$ cat src/hdl/ptss_pkg.sv
// Shared constants and types of the heartbeat-aligned time supervisor.
package ptss_pkg;
    localparam int unsigned CLK_HZ = 25_000_000;
    localparam int unsigned TICK_MS = 5;
    localparam int unsigned TICK_CYC = CLK_HZ / 1000 * TICK_MS;
    localparam int unsigned TICK_LEAD_US = 100;
    localparam int unsigned TICK_LEAD_CYC = (CLK_HZ / 1_000_000) * TICK_LEAD_US;
    localparam logic [7:0] TICKS_PER_S = 8'hc8;
    localparam logic [31:0] ONE_SECOND = 32'h1;
    localparam logic [1:0] SLIP_LIMIT = 2'h3;
    localparam logic [1:0] RESET_LIMIT = 2'h2;
    localparam logic [7:0] EVT_TYPE = 8'h02;
    localparam logic [15:0] EVT_CLOCK_CHANGED = 16'h0009;
    localparam logic [7:0] ERR_TYPE = 8'h03;
    localparam logic [15:0] ERR_CLOCK_UNSTABLE = 16'h0011;
    localparam logic [8:0] SAMPLES_LAST = 9'h0ff;
    localparam int unsigned LOOK_TICKS = 4;
    localparam int unsigned SST_LEAD_S = 1;
    localparam int unsigned SAMPLE_W = 16;
    typedef enum logic [0:0] {
        DS_IDLE = 1'b0,
        DS_XFER = 1'b1
    } ptss_dstate_t;
endpackage

$ cat src/hdl/ptss_tick_if.sv
// Tick bundle between the timing generator and the supervisor.
`timescale 1ns/1ns
`default_nettype none
interface ptss_tick_if;
    logic pps_rise;
    logic tick;
    logic golden;
    logic r_pulse;
    logic [7:0] idx;
    modport gen(input pps_rise, output tick, golden, r_pulse, idx);
    modport sup(output pps_rise, input tick, golden, r_pulse, idx);
endinterface
`default_nettype wire

$ cat src/hdl/ptss_tick_gen.sv
// Timing generator: one frame of 5 ms ticks per heartbeat pulse.
`timescale 1ns/1ns
`default_nettype none
module ptss_tick_gen #(
    parameter int unsigned TICK_CYC = ptss_pkg::TICK_CYC,
    parameter int unsigned TICK_LEAD = ptss_pkg::TICK_LEAD_CYC
) (
    input wire logic clock,
    input wire logic rst,
    ptss_tick_if.gen tif
);
    import ptss_pkg::*;

    localparam int CW = $clog2(TICK_CYC + 1);

    logic [CW-1:0] cnt_r, cnt_nxt;
    logic [7:0] idx_r, idx_nxt;
    logic run_r, run_nxt;
    logic tick_r, tick_nxt;
    logic gold_r, gold_nxt;
    logic rp_r, rp_nxt;
    logic wrap;
    logic [CW:0] gap_r;

    assign wrap = run_r && cnt_r == CW'(TICK_CYC - 1);

    always_comb begin
        cnt_nxt = cnt_r;
        idx_nxt = idx_r;
        run_nxt = run_r;
        tick_nxt = 1'b0;
        gold_nxt = 1'b0;
        // The tick leads its reference pulse so setup can finish first.
        // A restart drops a pulse that would land on the new golden tick.
        rp_nxt = run_r && cnt_r == CW'(TICK_LEAD)
            && !tif.pps_rise;
        if (tif.pps_rise) begin
            // A heartbeat restarts the frame even if the last one overran.
            run_nxt = 1'b1;
            cnt_nxt = '0;
            idx_nxt = '0;
            tick_nxt = 1'b1;
            gold_nxt = 1'b1;
        end else if (wrap) begin
            cnt_nxt = '0;
            if (idx_r == TICKS_PER_S - 8'h01) begin
                run_nxt = 1'b0;
            end else begin
                idx_nxt = idx_r + 8'h01;
                tick_nxt = 1'b1;
            end
        end else if (run_r) begin
            cnt_nxt = cnt_r + CW'(1);
        end
    end

    always_ff @(posedge clock or posedge rst) begin
        if (rst) begin
            cnt_r <= '0;
            idx_r <= '0;
            run_r <= 1'b0;
            tick_r <= 1'b0;
            gold_r <= 1'b0;
            rp_r <= 1'b0;
        end else begin
            cnt_r <= cnt_nxt;
            idx_r <= idx_nxt;
            run_r <= run_nxt;
            tick_r <= tick_nxt;
            gold_r <= gold_nxt;
            rp_r <= rp_nxt;
        end
    end

    assign tif.tick = tick_r;
    assign tif.golden = gold_r;
    assign tif.r_pulse = rp_r;
    assign tif.idx = idx_r;

    // Cycles since the last tick, read only by the checks below.
    always_ff @(posedge clock or posedge rst) begin
        if (rst) begin
            gap_r <= '0;
        end else if (tick_r) begin
            gap_r <= (CW + 1)'(1);
        end else if (!(&gap_r)) begin
            gap_r <= gap_r + (CW + 1)'(1);
        end
    end
endmodule
`default_nettype wire

$ cat src/hdl/ptss_supervisor.sv
// Heartbeat-aligned time supervisor: clock check, measurement, data, start.
`timescale 1ns/1ns
`default_nettype none
module ptss_supervisor #(
    parameter int unsigned TICK_CYC = ptss_pkg::TICK_CYC,
    parameter int unsigned LOOK_TICKS = ptss_pkg::LOOK_TICKS,
    parameter int unsigned SST_LEAD_S = ptss_pkg::SST_LEAD_S
) (
    input wire logic clock,
    input wire logic rst,
    input wire logic pps_pin,
    input wire logic data_irq_pin,
    input wire logic pm_valid,
    input wire logic [31:0] pm_stamp,
    input wire logic meas_start,
    input wire logic [7:0] meas_looks,
    input wire logic [ptss_pkg::SAMPLE_W-1:0] fifo_data,
    input wire logic pkt_ready,
    input wire logic sst_valid,
    input wire logic [31:0] sst_time,
    input wire logic [7:0] sst_sched,
    input wire logic msg_ready,
    output logic tick,
    output logic golden_tick,
    output logic r_pulse,
    output logic [31:0] local_time,
    output logic clock_set,
    output logic meas_busy,
    output logic look_setup,
    output logic txrx_en,
    output logic fifo_rd,
    output logic pkt_valid,
    output logic [ptss_pkg::SAMPLE_W-1:0] pkt_data,
    output logic pkt_last,
    output logic sst_pop,
    output logic sched_start,
    output logic [7:0] sched_num,
    output logic msg_valid,
    output logic [7:0] msg_type,
    output logic [15:0] msg_id
);
    import ptss_pkg::*;

    ptss_tick_if tif ();

    ptss_tick_gen #(
        .TICK_CYC(TICK_CYC),
        .TICK_LEAD(TICK_LEAD_CYC)
    ) u_tick_gen (
        .clock(clock),
        .rst(rst),
        .tif(tif)
    );

    // Pin synchronisers; edge detection looks only at the second stage on.
    logic pps_s1_r, pps_s2_r, pps_s3_r;
    logic irq_s1_r, irq_s2_r, irq_s3_r;
    always_ff @(posedge clock or posedge rst) begin
        if (rst) begin
            {pps_s1_r, pps_s2_r, pps_s3_r} <= 3'h0;
            {irq_s1_r, irq_s2_r, irq_s3_r} <= 3'h0;
        end else begin
            {pps_s1_r, pps_s2_r, pps_s3_r} <= {pps_pin, pps_s1_r, pps_s2_r};
            {irq_s1_r, irq_s2_r, irq_s3_r} <= {data_irq_pin, irq_s1_r, irq_s2_r};
        end
    end
    assign tif.pps_rise = pps_s2_r && !pps_s3_r;

    // Time keeping and the golden-tick check.
    logic [31:0] local_r, local_nxt, stamp_r, stamp_nxt;
    logic [7:0] age_r, age_nxt;
    logic have_r, have_nxt, set_r, set_nxt;
    logic [1:0] slip_r, slip_nxt, resets_r, resets_nxt;
    logic evt_r, evt_nxt, err_r, err_nxt;
    logic young, check, slip1, exact;
    logic [31:0] expect_w, adv_w, diff_w;

    // A message counts as fresh for one second of ticks after arrival.
    assign young = have_r && age_r < TICKS_PER_S;
    assign check = tif.golden && !meas_busy && young;
    assign expect_w = stamp_r + ONE_SECOND;
    assign adv_w = local_r + ONE_SECOND;
    assign diff_w = expect_w - adv_w;
    assign exact = diff_w == 32'h0;
    assign slip1 = diff_w == ONE_SECOND || diff_w == ~32'h0;

    always_comb begin
        local_nxt = local_r;
        stamp_nxt = stamp_r;
        age_nxt = age_r;
        have_nxt = have_r;
        set_nxt = 1'b0;
        slip_nxt = slip_r;
        resets_nxt = resets_r;
        // A new message stands; set wins over the send that clears it.
        evt_nxt = evt_r && !msg_ready;
        err_nxt = err_r && !(msg_ready && !evt_r);
        if (pm_valid) begin
            stamp_nxt = pm_stamp;
            age_nxt = 8'h00;
            have_nxt = 1'b1;
        end else if (tif.tick && age_r < TICKS_PER_S) begin
            age_nxt = age_r + 8'h01;
        end
        if (tif.golden) begin
            local_nxt = adv_w;
            if (check) begin
                if (exact) begin
                    slip_nxt = 2'h0;
                    resets_nxt = 2'h0;
                end else if (slip1 && slip_r < SLIP_LIMIT) begin
                    slip_nxt = slip_r + 2'h1;
                end else begin
                    local_nxt = expect_w;
                    set_nxt = 1'b1;
                    evt_nxt = 1'b1;
                    slip_nxt = 2'h0;
                    if (resets_r != 2'h3) begin
                        resets_nxt = resets_r + 2'h1;
                    end
                    if (!slip1 || resets_r >= RESET_LIMIT - 2'h1) begin
                        err_nxt = 1'b1;
                    end
                end
            end
        end
    end

    always_ff @(posedge clock or posedge rst) begin
        if (rst) begin
            local_r <= 32'h0;
            stamp_r <= 32'h0;
            age_r <= 8'h00;
            have_r <= 1'b0;
            set_r <= 1'b0;
            slip_r <= 2'h0;
            resets_r <= 2'h0;
            evt_r <= 1'b0;
            err_r <= 1'b0;
        end else begin
            local_r <= local_nxt;
            stamp_r <= stamp_nxt;
            age_r <= age_nxt;
            have_r <= have_nxt;
            set_r <= set_nxt;
            slip_r <= slip_nxt;
            resets_r <= resets_nxt;
            evt_r <= evt_nxt;
            err_r <= err_nxt;
        end
    end

    // The event goes out before the error when both are pending.
    assign msg_valid = evt_r || err_r;
    assign msg_type = evt_r ? EVT_TYPE : ERR_TYPE;
    assign msg_id = evt_r ? EVT_CLOCK_CHANGED : ERR_CLOCK_UNSTABLE;

    // Measurement progression, paced by ticks only.
    logic busy_r, busy_nxt, setup_r, setup_nxt, txrx_r, txrx_nxt;
    logic [7:0] looks_r, looks_nxt, lt_r, lt_nxt;

    always_comb begin
        busy_nxt = busy_r;
        looks_nxt = looks_r;
        lt_nxt = lt_r;
        setup_nxt = 1'b0;
        txrx_nxt = txrx_r;
        if (!busy_r && meas_start && meas_looks != 8'h00) begin
            busy_nxt = 1'b1;
            looks_nxt = meas_looks;
            lt_nxt = 8'h00;
        end else if (busy_r && tif.tick) begin
            setup_nxt = lt_r == 8'h00;
            txrx_nxt = lt_r != 8'h00;
            if (lt_r == 8'(LOOK_TICKS - 1)) begin
                lt_nxt = 8'h00;
                if (looks_r == 8'h01) begin
                    busy_nxt = 1'b0;
                    txrx_nxt = 1'b0;
                end else begin
                    looks_nxt = looks_r - 8'h01;
                end
            end else begin
                lt_nxt = lt_r + 8'h01;
            end
        end
    end

    always_ff @(posedge clock or posedge rst) begin
        if (rst) begin
            busy_r <= 1'b0;
            looks_r <= 8'h00;
            lt_r <= 8'h00;
            setup_r <= 1'b0;
            txrx_r <= 1'b0;
        end else begin
            busy_r <= busy_nxt;
            looks_r <= looks_nxt;
            lt_r <= lt_nxt;
            setup_r <= setup_nxt;
            txrx_r <= txrx_nxt;
        end
    end

    // Data burst: one interrupt moves one full block of samples.
    ptss_dstate_t ds_r, ds_nxt;
    logic [8:0] cnt_r, cnt_nxt;
    logic irq_pend_r, irq_pend_nxt, pop;
    logic pv_r, pv_nxt, pl_r, pl_nxt;
    logic [SAMPLE_W-1:0] pd_r, pd_nxt;

    assign pop = ds_r == DS_XFER && (!pv_r || pkt_ready);
    assign fifo_rd = pop;

    always_comb begin
        ds_nxt = ds_r;
        cnt_nxt = cnt_r;
        // An interrupt during a burst is held, not lost.
        irq_pend_nxt = irq_pend_r || (irq_s2_r && !irq_s3_r);
        pv_nxt = pop || (pv_r && !pkt_ready);
        pd_nxt = pop ? fifo_data : pd_r;
        pl_nxt = pop ? cnt_r == SAMPLES_LAST : pl_r;
        unique case (ds_r)
            DS_IDLE: begin
                if (irq_pend_r) begin
                    irq_pend_nxt = irq_s2_r && !irq_s3_r;
                    ds_nxt = DS_XFER;
                    cnt_nxt = 9'h000;
                end
            end
            DS_XFER: begin
                if (pop) begin
                    cnt_nxt = cnt_r + 9'h001;
                    if (cnt_r == SAMPLES_LAST) begin
                        ds_nxt = DS_IDLE;
                    end
                end
            end
        endcase
    end

    always_ff @(posedge clock or posedge rst) begin
        if (rst) begin
            ds_r <= DS_IDLE;
            cnt_r <= 9'h000;
            irq_pend_r <= 1'b0;
            pv_r <= 1'b0;
            pd_r <= '0;
            pl_r <= 1'b0;
        end else begin
            ds_r <= ds_nxt;
            cnt_r <= cnt_nxt;
            irq_pend_r <= irq_pend_nxt;
            pv_r <= pv_nxt;
            pd_r <= pd_nxt;
            pl_r <= pl_nxt;
        end
    end

    // Schedule start: matched one lead ahead, on the golden tick.
    logic start_r, start_nxt;
    logic [7:0] num_r, num_nxt;

    always_comb begin
        start_nxt = tif.golden && sst_valid
            && sst_time == local_nxt + 32'(SST_LEAD_S);
        num_nxt = start_nxt ? sst_sched : num_r;
    end

    always_ff @(posedge clock or posedge rst) begin
        if (rst) begin
            start_r <= 1'b0;
            num_r <= 8'h00;
        end else begin
            start_r <= start_nxt;
            num_r <= num_nxt;
        end
    end

    assign tick = tif.tick;
    assign golden_tick = tif.golden;
    assign r_pulse = tif.r_pulse;
    assign local_time = local_r;
    assign clock_set = set_r;
    assign meas_busy = busy_r;
    assign look_setup = setup_r;
    assign txrx_en = txrx_r;
    assign pkt_valid = pv_r;
    assign pkt_data = pd_r;
    assign pkt_last = pl_r;
    assign sst_pop = start_r;
    assign sched_start = start_r;
    assign sched_num = num_r;
endmodule
`default_nettype wire

$ cat config.mk
export PLATFORM = sky130hd
export DESIGN_NAME = ptss_supervisor
export DESIGN_NICKNAME = d
export VERILOG_FILES = /design/src/hdl/ptss_pkg.sv /design/src/hdl/ptss_tick_if.sv /design/src/hdl/ptss_tick_gen.sv /design/src/hdl/ptss_supervisor.sv
export SDC_FILE = /design/constraint.sdc
export NUM_CORES = 1
export LEC_CHECK = 0
export ABC_AREA = 1
export BUFFER_PORTS_ARGS = -buffer_cell sky130_fd_sc_hd__buf_2
export CAP_MARGIN = 20
export CORE_MARGIN = 2
export CORE_UTILIZATION = 48
export CTS_BUF_LIST = sky130_fd_sc_hd__clkbuf_8
export CTS_CLUSTER_DIAMETER = 150
export DETAILED_ROUTE_END_ITERATION = 12
export GPL_TIMING_DRIVEN = 0
export PLACE_DENSITY = 0.69
export RECOVER_POWER = 100
export SYNTH_ARGS = -nofsm -noshare
export SYNTH_HDL_FRONTEND = slang
export SYNTH_SLANG_ARGS = --single-unit
$ cat constraint.sdc
create_clock -name clock -period 6.2 [get_ports clock]
set_input_delay 0.31 -clock clock [delete_from_list [all_inputs] [get_ports clock]]
set_output_delay 0.31 -clock clock [all_outputs]
set_load 0.005 [all_outputs]
==> results of run 1 <==
[per-stage QoR]
stage / total power, uW / setup TNS, ps / util
final: 5750 / 0 / 0.605
after global routing: 6250 / -2720 / 0.605
after CTS: 5460 / -410 / 0.580
after detailed placement: 4440 / -9540 / 0.535
after global placement: 4380 / -150820 / 0.534
after floorplan: 3650 / 0 / -
[flip-flops by register name (all words and copies together) (netlist names), 2 cells and up]
signal,flops
stamp_r,32
pkt_data,16
cnt_r,9
resets_r,2
u_tick_gen.tif.idx,8
age_r,8
u_tick_gen.cnt_r,17
slip_r,2
lt_r,8
looks_r,8
sched_num,8
local_time,32
[layout make-up]
cell class | count | share of cell area
Inverter | 413 | 0.0871
Antenna cell | 7 | 0.000982
Buffer | 54 | 0.0198
Sequential cell | 172 | 0.242
Clock inverter | 13 | 0.00940
Multi-Input combinational cell | 1631 | 0.514
Timing Repair Buffer | 262 | 0.0864
Tap cell | 390 | 0.0274
Clock buffer | 17 | 0.0131
[worst register-to-register path, delay by kind of cell, from the launching register on]
| kind | cells | cell delay (ps) |
|---|---|---|
| flops | 1 | 380 |
| fa+ha+maj | 2 | 450 |
| buf+inv | 13 | 1430 |
| xor+xnor | 1 | 160 |
| simple gates | 34 | 3640 |
[kinds of logic (layout without fill, tap and decap cells)]
family	after synthesis	in the layout	share of synthesized area
AND/OR/NAND/NOR	1322	1322	0.409
other	2	28	0.000525
adder cells (fa/ha/maj)	48	48	0.0425
AO/OA/AOI/OAI	157	157	0.0636
flip-flops	172	172	0.301
buffers and inverters	467	759	0.132
XOR/XNOR	83	83	0.0508
[synthesized netlist by cell type, types with 3 or more instances]
cell and number:
a21oi_1 44, a21oi_2 3, a221oi_1 3, a31oi_1 7, and2_1 3, and3_1 4, buf_2 4, buf_4 26
clkbuf_1 19, clkinv_1 7, dfrtp_1 172, ha_1 47, inv_1 394, inv_2 11, nand2_1 716, nand2_2 27
nand2_4 4, nand3_1 177, nand3_2 8, nand3b_1 10, nand4_1 47, nor2_1 198, nor2_2 33, nor2_4 11
nor3_1 48, nor3b_1 3, nor4_1 17, o21ai_0 65, o21bai_1 12, o22ai_1 8, or2_2 10, xnor2_1 11
xor2_1 72
[routing by layer]
metal / vias up / track usage
li1: 7563 / -
met1: 6983 / 0.354
met2: 452 / 0.497
met3: 100 / 0.0488
met4: 6 / 0.115
met5: - / 0
[cell usage in the layout, fill, tap and decap left out, types with 29 or more instances in the layout]
cell type  netlist  final
nand2_1        716    670
buf_4           26    100
nor2_4          11     29
nand4_1         47     47
nand3_1        177    156
nand2_2         27     66
inv_1          394    378
dfrtp_1        172    157
a21oi_1         44     37
ha_1            47     29
nor2_2          33     47
buf_2            4    154
xor2_1          72     61
clkbuf_1        19     43
nor3_1          48     41
nor2_1         198    166
o21ai_0         65     64
[how the worst max path moves through the flow]
stage / cells after the start / slack, ps / endpoint / from
2_1_floorplan: 43 / 640 / sched_num[0] / stamp_r[0]
3_3_place_gp: 40 / -1020 / sched_num[2] / stamp_r[0]
3_5_place_dp: 42 / -1100 / sched_num[0] / stamp_r[0]
4_1_cts: 46 / -60 / sched_num[5] / stamp_r[1]
5_1_grt: 50 / -340 / sched_num[5] / stamp_r[1]
6_report: 50 / 70 / sched_num[5] / stamp_r[1]
[power by group through the flow]
stage               sequential (uW)  combinational, uW  clock (uW)
floorplan                      1450               2210           0
global placement               1510               2870           0
detailed placement             1510               2930           0
CTS                            1490               3120         850
global route                   1530               3830         899
finish                         1510               3410         834
[what timing repair did]
item	CTS	global route
gates resized for setup	97	151
hold buffers	7	1
endpoints found under the setup margin	9	9
buffers inserted	55	22
endpoints found under the hold margin	56	1
pin swaps	69	65
==> impl_metrics.json, run 1 <==
{
  "outcome": "finished with violations",
  "violations": "capacitance limit, slew limit",
  "fin_crit_ps": 6130,
  "hold_path_class": "in -> reg",
  "dieArea_um2": 31200,
  "synth_top_area_cell": "dfrtp_1",
  "r2r-start": "stamp_r[1]",
  "fin_nets": 2704,
  "hpwl_um": 35000,
  "syn_avg_cell_area_um2": 6.36,
  "swShare": 0.501,
  "yosysSeqAreaShare": 0.301,
  "top_layer_used": "met5",
  "critPathRequiredTime_ps": 6620,
  "fin_area_um2": 17800,
  "synth_seq_cells": 172,
  "leakage_uw": 0.00939,
  "wl_met3_um": 2500,
  "postSynthCellCount": 2251,
  "finalSetupViolations": 0,
  "slew_viol_final": 175,
  "finalHoldViolCount": 0,
  "cp_max_fo": 9,
  "p_seq_frac": 0.262,
  "track_usage": 0.286,
  "regArea_um2": 4320,
  "hold-path-endpoint": "pkt_data[0]",
  "skew_ps": 21.6,
  "cts_tree": "done",
  "drc_errors": 0,
  "worst_slew_pin_slew_ps": 3000,
  "end_kind": "flop",
  "rsz0062_at_grt": "yes",
  "wl_um": 44700,
  "cts_made_buffers": 17,
  "async_reset_ff_frac": 1.00,
  "slew_headroom": -1.00,
  "clk_latency_ps": 480,
  "slowest_stage": "dfrtp_1",
  "dpl_cell_area_um2": 15800,
  "period_share": 0.989,
  "crit_top_cell": "nand2_1",
  "dieHeight_um": 177,
  "core_area_um2": 29500,
  "vias": 15100,
  "clkTransAtPathRegs_ps": 90,
  "whs_ps": 22.6,
  "grt_max_degree": 123,
  "cp_top_family": "simple AND/OR/NAND/NOR gates",
  "synth-edff-count": 0,
  "start_util": 0.485,
  "ys_warn_count": 0,
  "h-tree-depth": 4,
  "gr-total-overflow": 0,
  "syn_area_um2": 14300,
  "ir_drop_v": 0.000178,
  "min_from": "fifo_data[0]",
  "grt_pass1_wl_um": 70900,
  "path_class": "reg -> reg",
  "yosys.cell_types.count": 55,
  "dr.first_iter.drc_count": 906,
  "cts_root_buf": "clkbuf_8",
  "wl_met2_um": 21600,
  "cts_sinks": 172,
  "r2r_end": "sched_num[5]",
  "multi_input_area_um2": 9160,
  "firstDrtPassIters": 5,
  "timing.final.ws_setup_ps": 68.6,
  "clockBufferDepth": 2,
  "path_buf_inv": 13,
  "fillers": 2830,
  "drv_cap": 2,
  "min_path_cells": 3,
  "vias_per_cell": 5.10,
  "wl_per_cell_um": 15.1,
  "ff2ff_setup_slack_ps": 70,
  "clkPwrFrac": 0.145,
  "layout-drive-gt1-share": 0.232,
  "synth_ff_type": "dfrtp_1",
  "gp_congestion": 0.964,
  "synth_top_area_frac": 0.301,
  "antenna_found_initial": 10,
  "switching_power_uw": 2880,
  "dp_cells": 2837,
  "clock.fmax_ghz": 0.163,
  "ios": 198,
  "drtAntennaViolNets": 0,
  "place_ws_ps": -1100,
  "wl_met1_um": 18700,
  "worstRegToRegCells": 50,
  "fin_cells": 2959,
  "area_growth_pct": 24.7,
  "row_count": 63,
  "dieWidth_um": 177,
  "synthTopCellsByArea": "dfrtp_1, nand2_1, inv_1",
  "critPathLaunchType": "flop",
  "p_per_area_nw_per_um2": 323,
  "crit_path_max_incr_delay_ps": 380,
  "cp.arrival_ps": 6550,
  "first_global_vias": 14400,
  "combinationalPowerShare": 0.593,
  "io_buffers": 176,
  "internal_power_uw": 2870
}
No activity file was read; power rests on OpenSTA's default activity.
==> run 2: changes to the inputs <==
--- a/config.mk
+++ b/config.mk
@@ -13,7 +13,6 @@
 export CTS_BUF_LIST = sky130_fd_sc_hd__clkbuf_8
 export CTS_CLUSTER_DIAMETER = 150
 export DETAILED_ROUTE_END_ITERATION = 12
-export GPL_TIMING_DRIVEN = 0
 export PLACE_DENSITY = 0.69
 export RECOVER_POWER = 100
 export SYNTH_ARGS = -nofsm -noshare
==> constraint.sdc (replaced) <==
create_clock -name clock -period 6.51 [get_ports clock]
set_input_delay 0.3255 -clock clock [delete_from_list [all_inputs] [get_ports clock]]
set_output_delay 0.3255 -clock clock [all_outputs]
set_load 0.005 [all_outputs]
==> run 2 against run 1 <==
Compared with the run above: die area stayed put; first-iteration DRC count increased by 9.9%; clock-buffer cell count is the same; clock power is 9.4% lower; cell count down 2.3%; routed wire length decreased by 0.16%; sequential share of layout area increased by 1.1 points; largest cell class unchanged; setup slack better by 230 ps; via count fell by 1.2%; the flow still finishes with violations (capacitance limit, slew limit); critical path depth down 10; sequential cell count stayed put; register-to-register slack improved by 230 ps.
==> impl_metrics.json, run 2 (same netlist as run 1, synthesis figures left out) <==
{
  "wl_per_cell_um": 15.4,
  "dieWidth_um": 177,
  "path_buf_inv": 4,
  "min_from": "pm_stamp[10]",
  "dpl_cell_area_um2": 15700,
  "worstRegToRegCells": 40,
  "cp.arrival_ps": 6630,
  "switching_power_uw": 2750,
  "gp_congestion": 0.986,
  "hold_path_class": "in -> reg",
  "critPathLaunchType": "flop",
  "finalSetupViolations": 0,
  "period_share": 0.954,
  "finalHoldViolCount": 0,
  "slew_viol_final": 168,
  "fin_nets": 2642,
  "h-tree-depth": 4,
  "grt_pass1_wl_um": 69400,
  "dieHeight_um": 177,
  "r2r-start": "stamp_r[1]",
  "fillers": 2906,
  "fin_crit_ps": 6210,
  "layout_common_cells": "nand2_1, inv_1, nor2_1",
  "critPathRequiredTime_ps": 6930,
  "min_path_cells": 3,
  "clk_latency_ps": 500,
  "fin_util": 0.576,
  "violations": "capacitance limit, slew limit",
  "slew_headroom": -1.11,
  "drc_errors": 0,
  "whs_ps": 27.7,
  "cp.depth": 40,
  "row_count": 63,
  "cts_tree": "done",
  "ff2ff_setup_slack_ps": 300,
  "crit_top_cell": "nand2_1",
  "combinationalPowerShare": 0.594,
  "cp_max_fo": 18,
  "skew_ps": 29.3,
  "hpwl_um": 35300,
  "swShare": 0.516,
  "dr.first_iter.drc_count": 996,
  "antenna_found_initial": 3,
  "ios": 198,
  "layout-drive-gt1-share": 0.182,
  "worst_slew_pin_slew_ps": 3160,
  "cts_made_buffers": 17,
  "layout_commonest_cell": "nand2_1",
  "crit_path_max_incr_delay_ps": 440,
  "end_kind": "flop",
  "gr-total-overflow": 0,
  "r2r_end": "sched_num[5]",
  "vias": 14900,
  "p_per_area_nw_per_um2": 314,
  "grt_max_degree": 108,
  "ir_drop_v": 0.000170,
  "track_usage": 0.283,
  "drv_cap": 3,
  "io_buffers": 176,
  "start_util": 0.485,
  "clock.fmax_ghz": 0.161,
  "crit_start": "stamp_r[1]",
  "clkPwrFrac": 0.142,
  "slowest_stage": "dfrtp_1",
  "leakage_uw": 0.00904,
  "cts_sinks": 172,
  "wl_um": 44700,
  "drtAntennaViolNets": 0,
  "clockBufferDepth": 2,
  "area_growth_pct": 18.6,
  "dieArea_um2": 31200,
  "cts_root_buf": "clkbuf_8",
  "core_area_um2": 29500,
  "cp_top_family": "simple AND/OR/NAND/NOR gates",
  "internal_power_uw": 2580,
  "p_seq_frac": 0.264,
  "critPathCapture": "sched_num[5]",
  "first_global_vias": 13800,
  "fin_area_um2": 17000,
  "vias_per_cell": 5.16,
  "path_class": "reg -> reg",
  "outcome": "finished with violations",
  "rsz0062_at_grt": "yes",
  "firstDrtPassIters": 6,
  "clkTransAtPathRegs_ps": 110
}
-- run 2: cell types whose count changed in the layout (fill, tap and decap cells not counted), moves of 10 or more --
cell and delta:
buf_4 -50, clkbuf_1 -19, dfrtp_1 +13, dfrtp_2 -13, dlygate4sd3_1 +13, inv_2 -10, nand2_1 +19, nand2_2 -14
nor2_1 +15, nor2_2 -11
-- run 2: power by group through the flow --
stage               sequential (uW)  combinational (uW)  clock (uW)
floorplan                      1380                2100           0
global placement               1420                2880           0
detailed placement             1420                2910           0
CTS                            1400                2940         776
global route                   1430                3540         818
finish                         1410                3160         756
-- run 2: worst min-delay path by stage --
stage                        to  slack, ps
floorplan              irq_s2_r        330
global placement       pps_s2_r        330
detailed placement     irq_s2_r        340
CTS                 stamp_r[10]       0.02
global route        stamp_r[27]         10
finish              stamp_r[10]         30
-- run 2: per-stage QoR --
stage               TNS (ps)  worst slack, ps  instances  total power [uW]
global route           -1050             -146       2891              5780
floorplan                  0              954       2270              3480
CTS                        0            0.687       2867              5110
detailed placement     -1560             -209       2816              4330
global placement        -852             -110       2816              4290
finish                     0              301       2892              5330
-- run 2: area by class of cell --
class | instances | area, um2 | share of cell area
diodes | 1 | 2.50 | 0.000147
repair buffers | 254 | 1550 | 0.0912
clock buffers | 17 | 234 | 0.0138
flip-flops and latches | 172 | 4310 | 0.254
well taps | 390 | 488 | 0.0287
multi-input cells | 1631 | 8690 | 0.512
clock inverters | 14 | 148 | 0.00870
inverters | 413 | 1560 | 0.0916
-- run 2: tightest hold or removal path, cell delays in order --
cell and delay (ps):
buf_2 80, nand2_1 40, nand2_1 60
-- run 2: metal layers --
layer	wire, um	GRT usage	part of all wire
met5	32	0	0.00072
met4	1770	0.115	0.040
met3	2480	0.0436	0.056
met2	21400	0.484	0.48
met1	19000	0.356	0.42
-- run 2: timing repair --
item	4_1_cts	5_1_grt
cloned	0	1
setup endpoints to repair	9	9
endpoints found under the hold margin	20	48
pin swaps	3	55
gates resized for setup	10	120
setup buffers	0	21
hold buffers	20	1
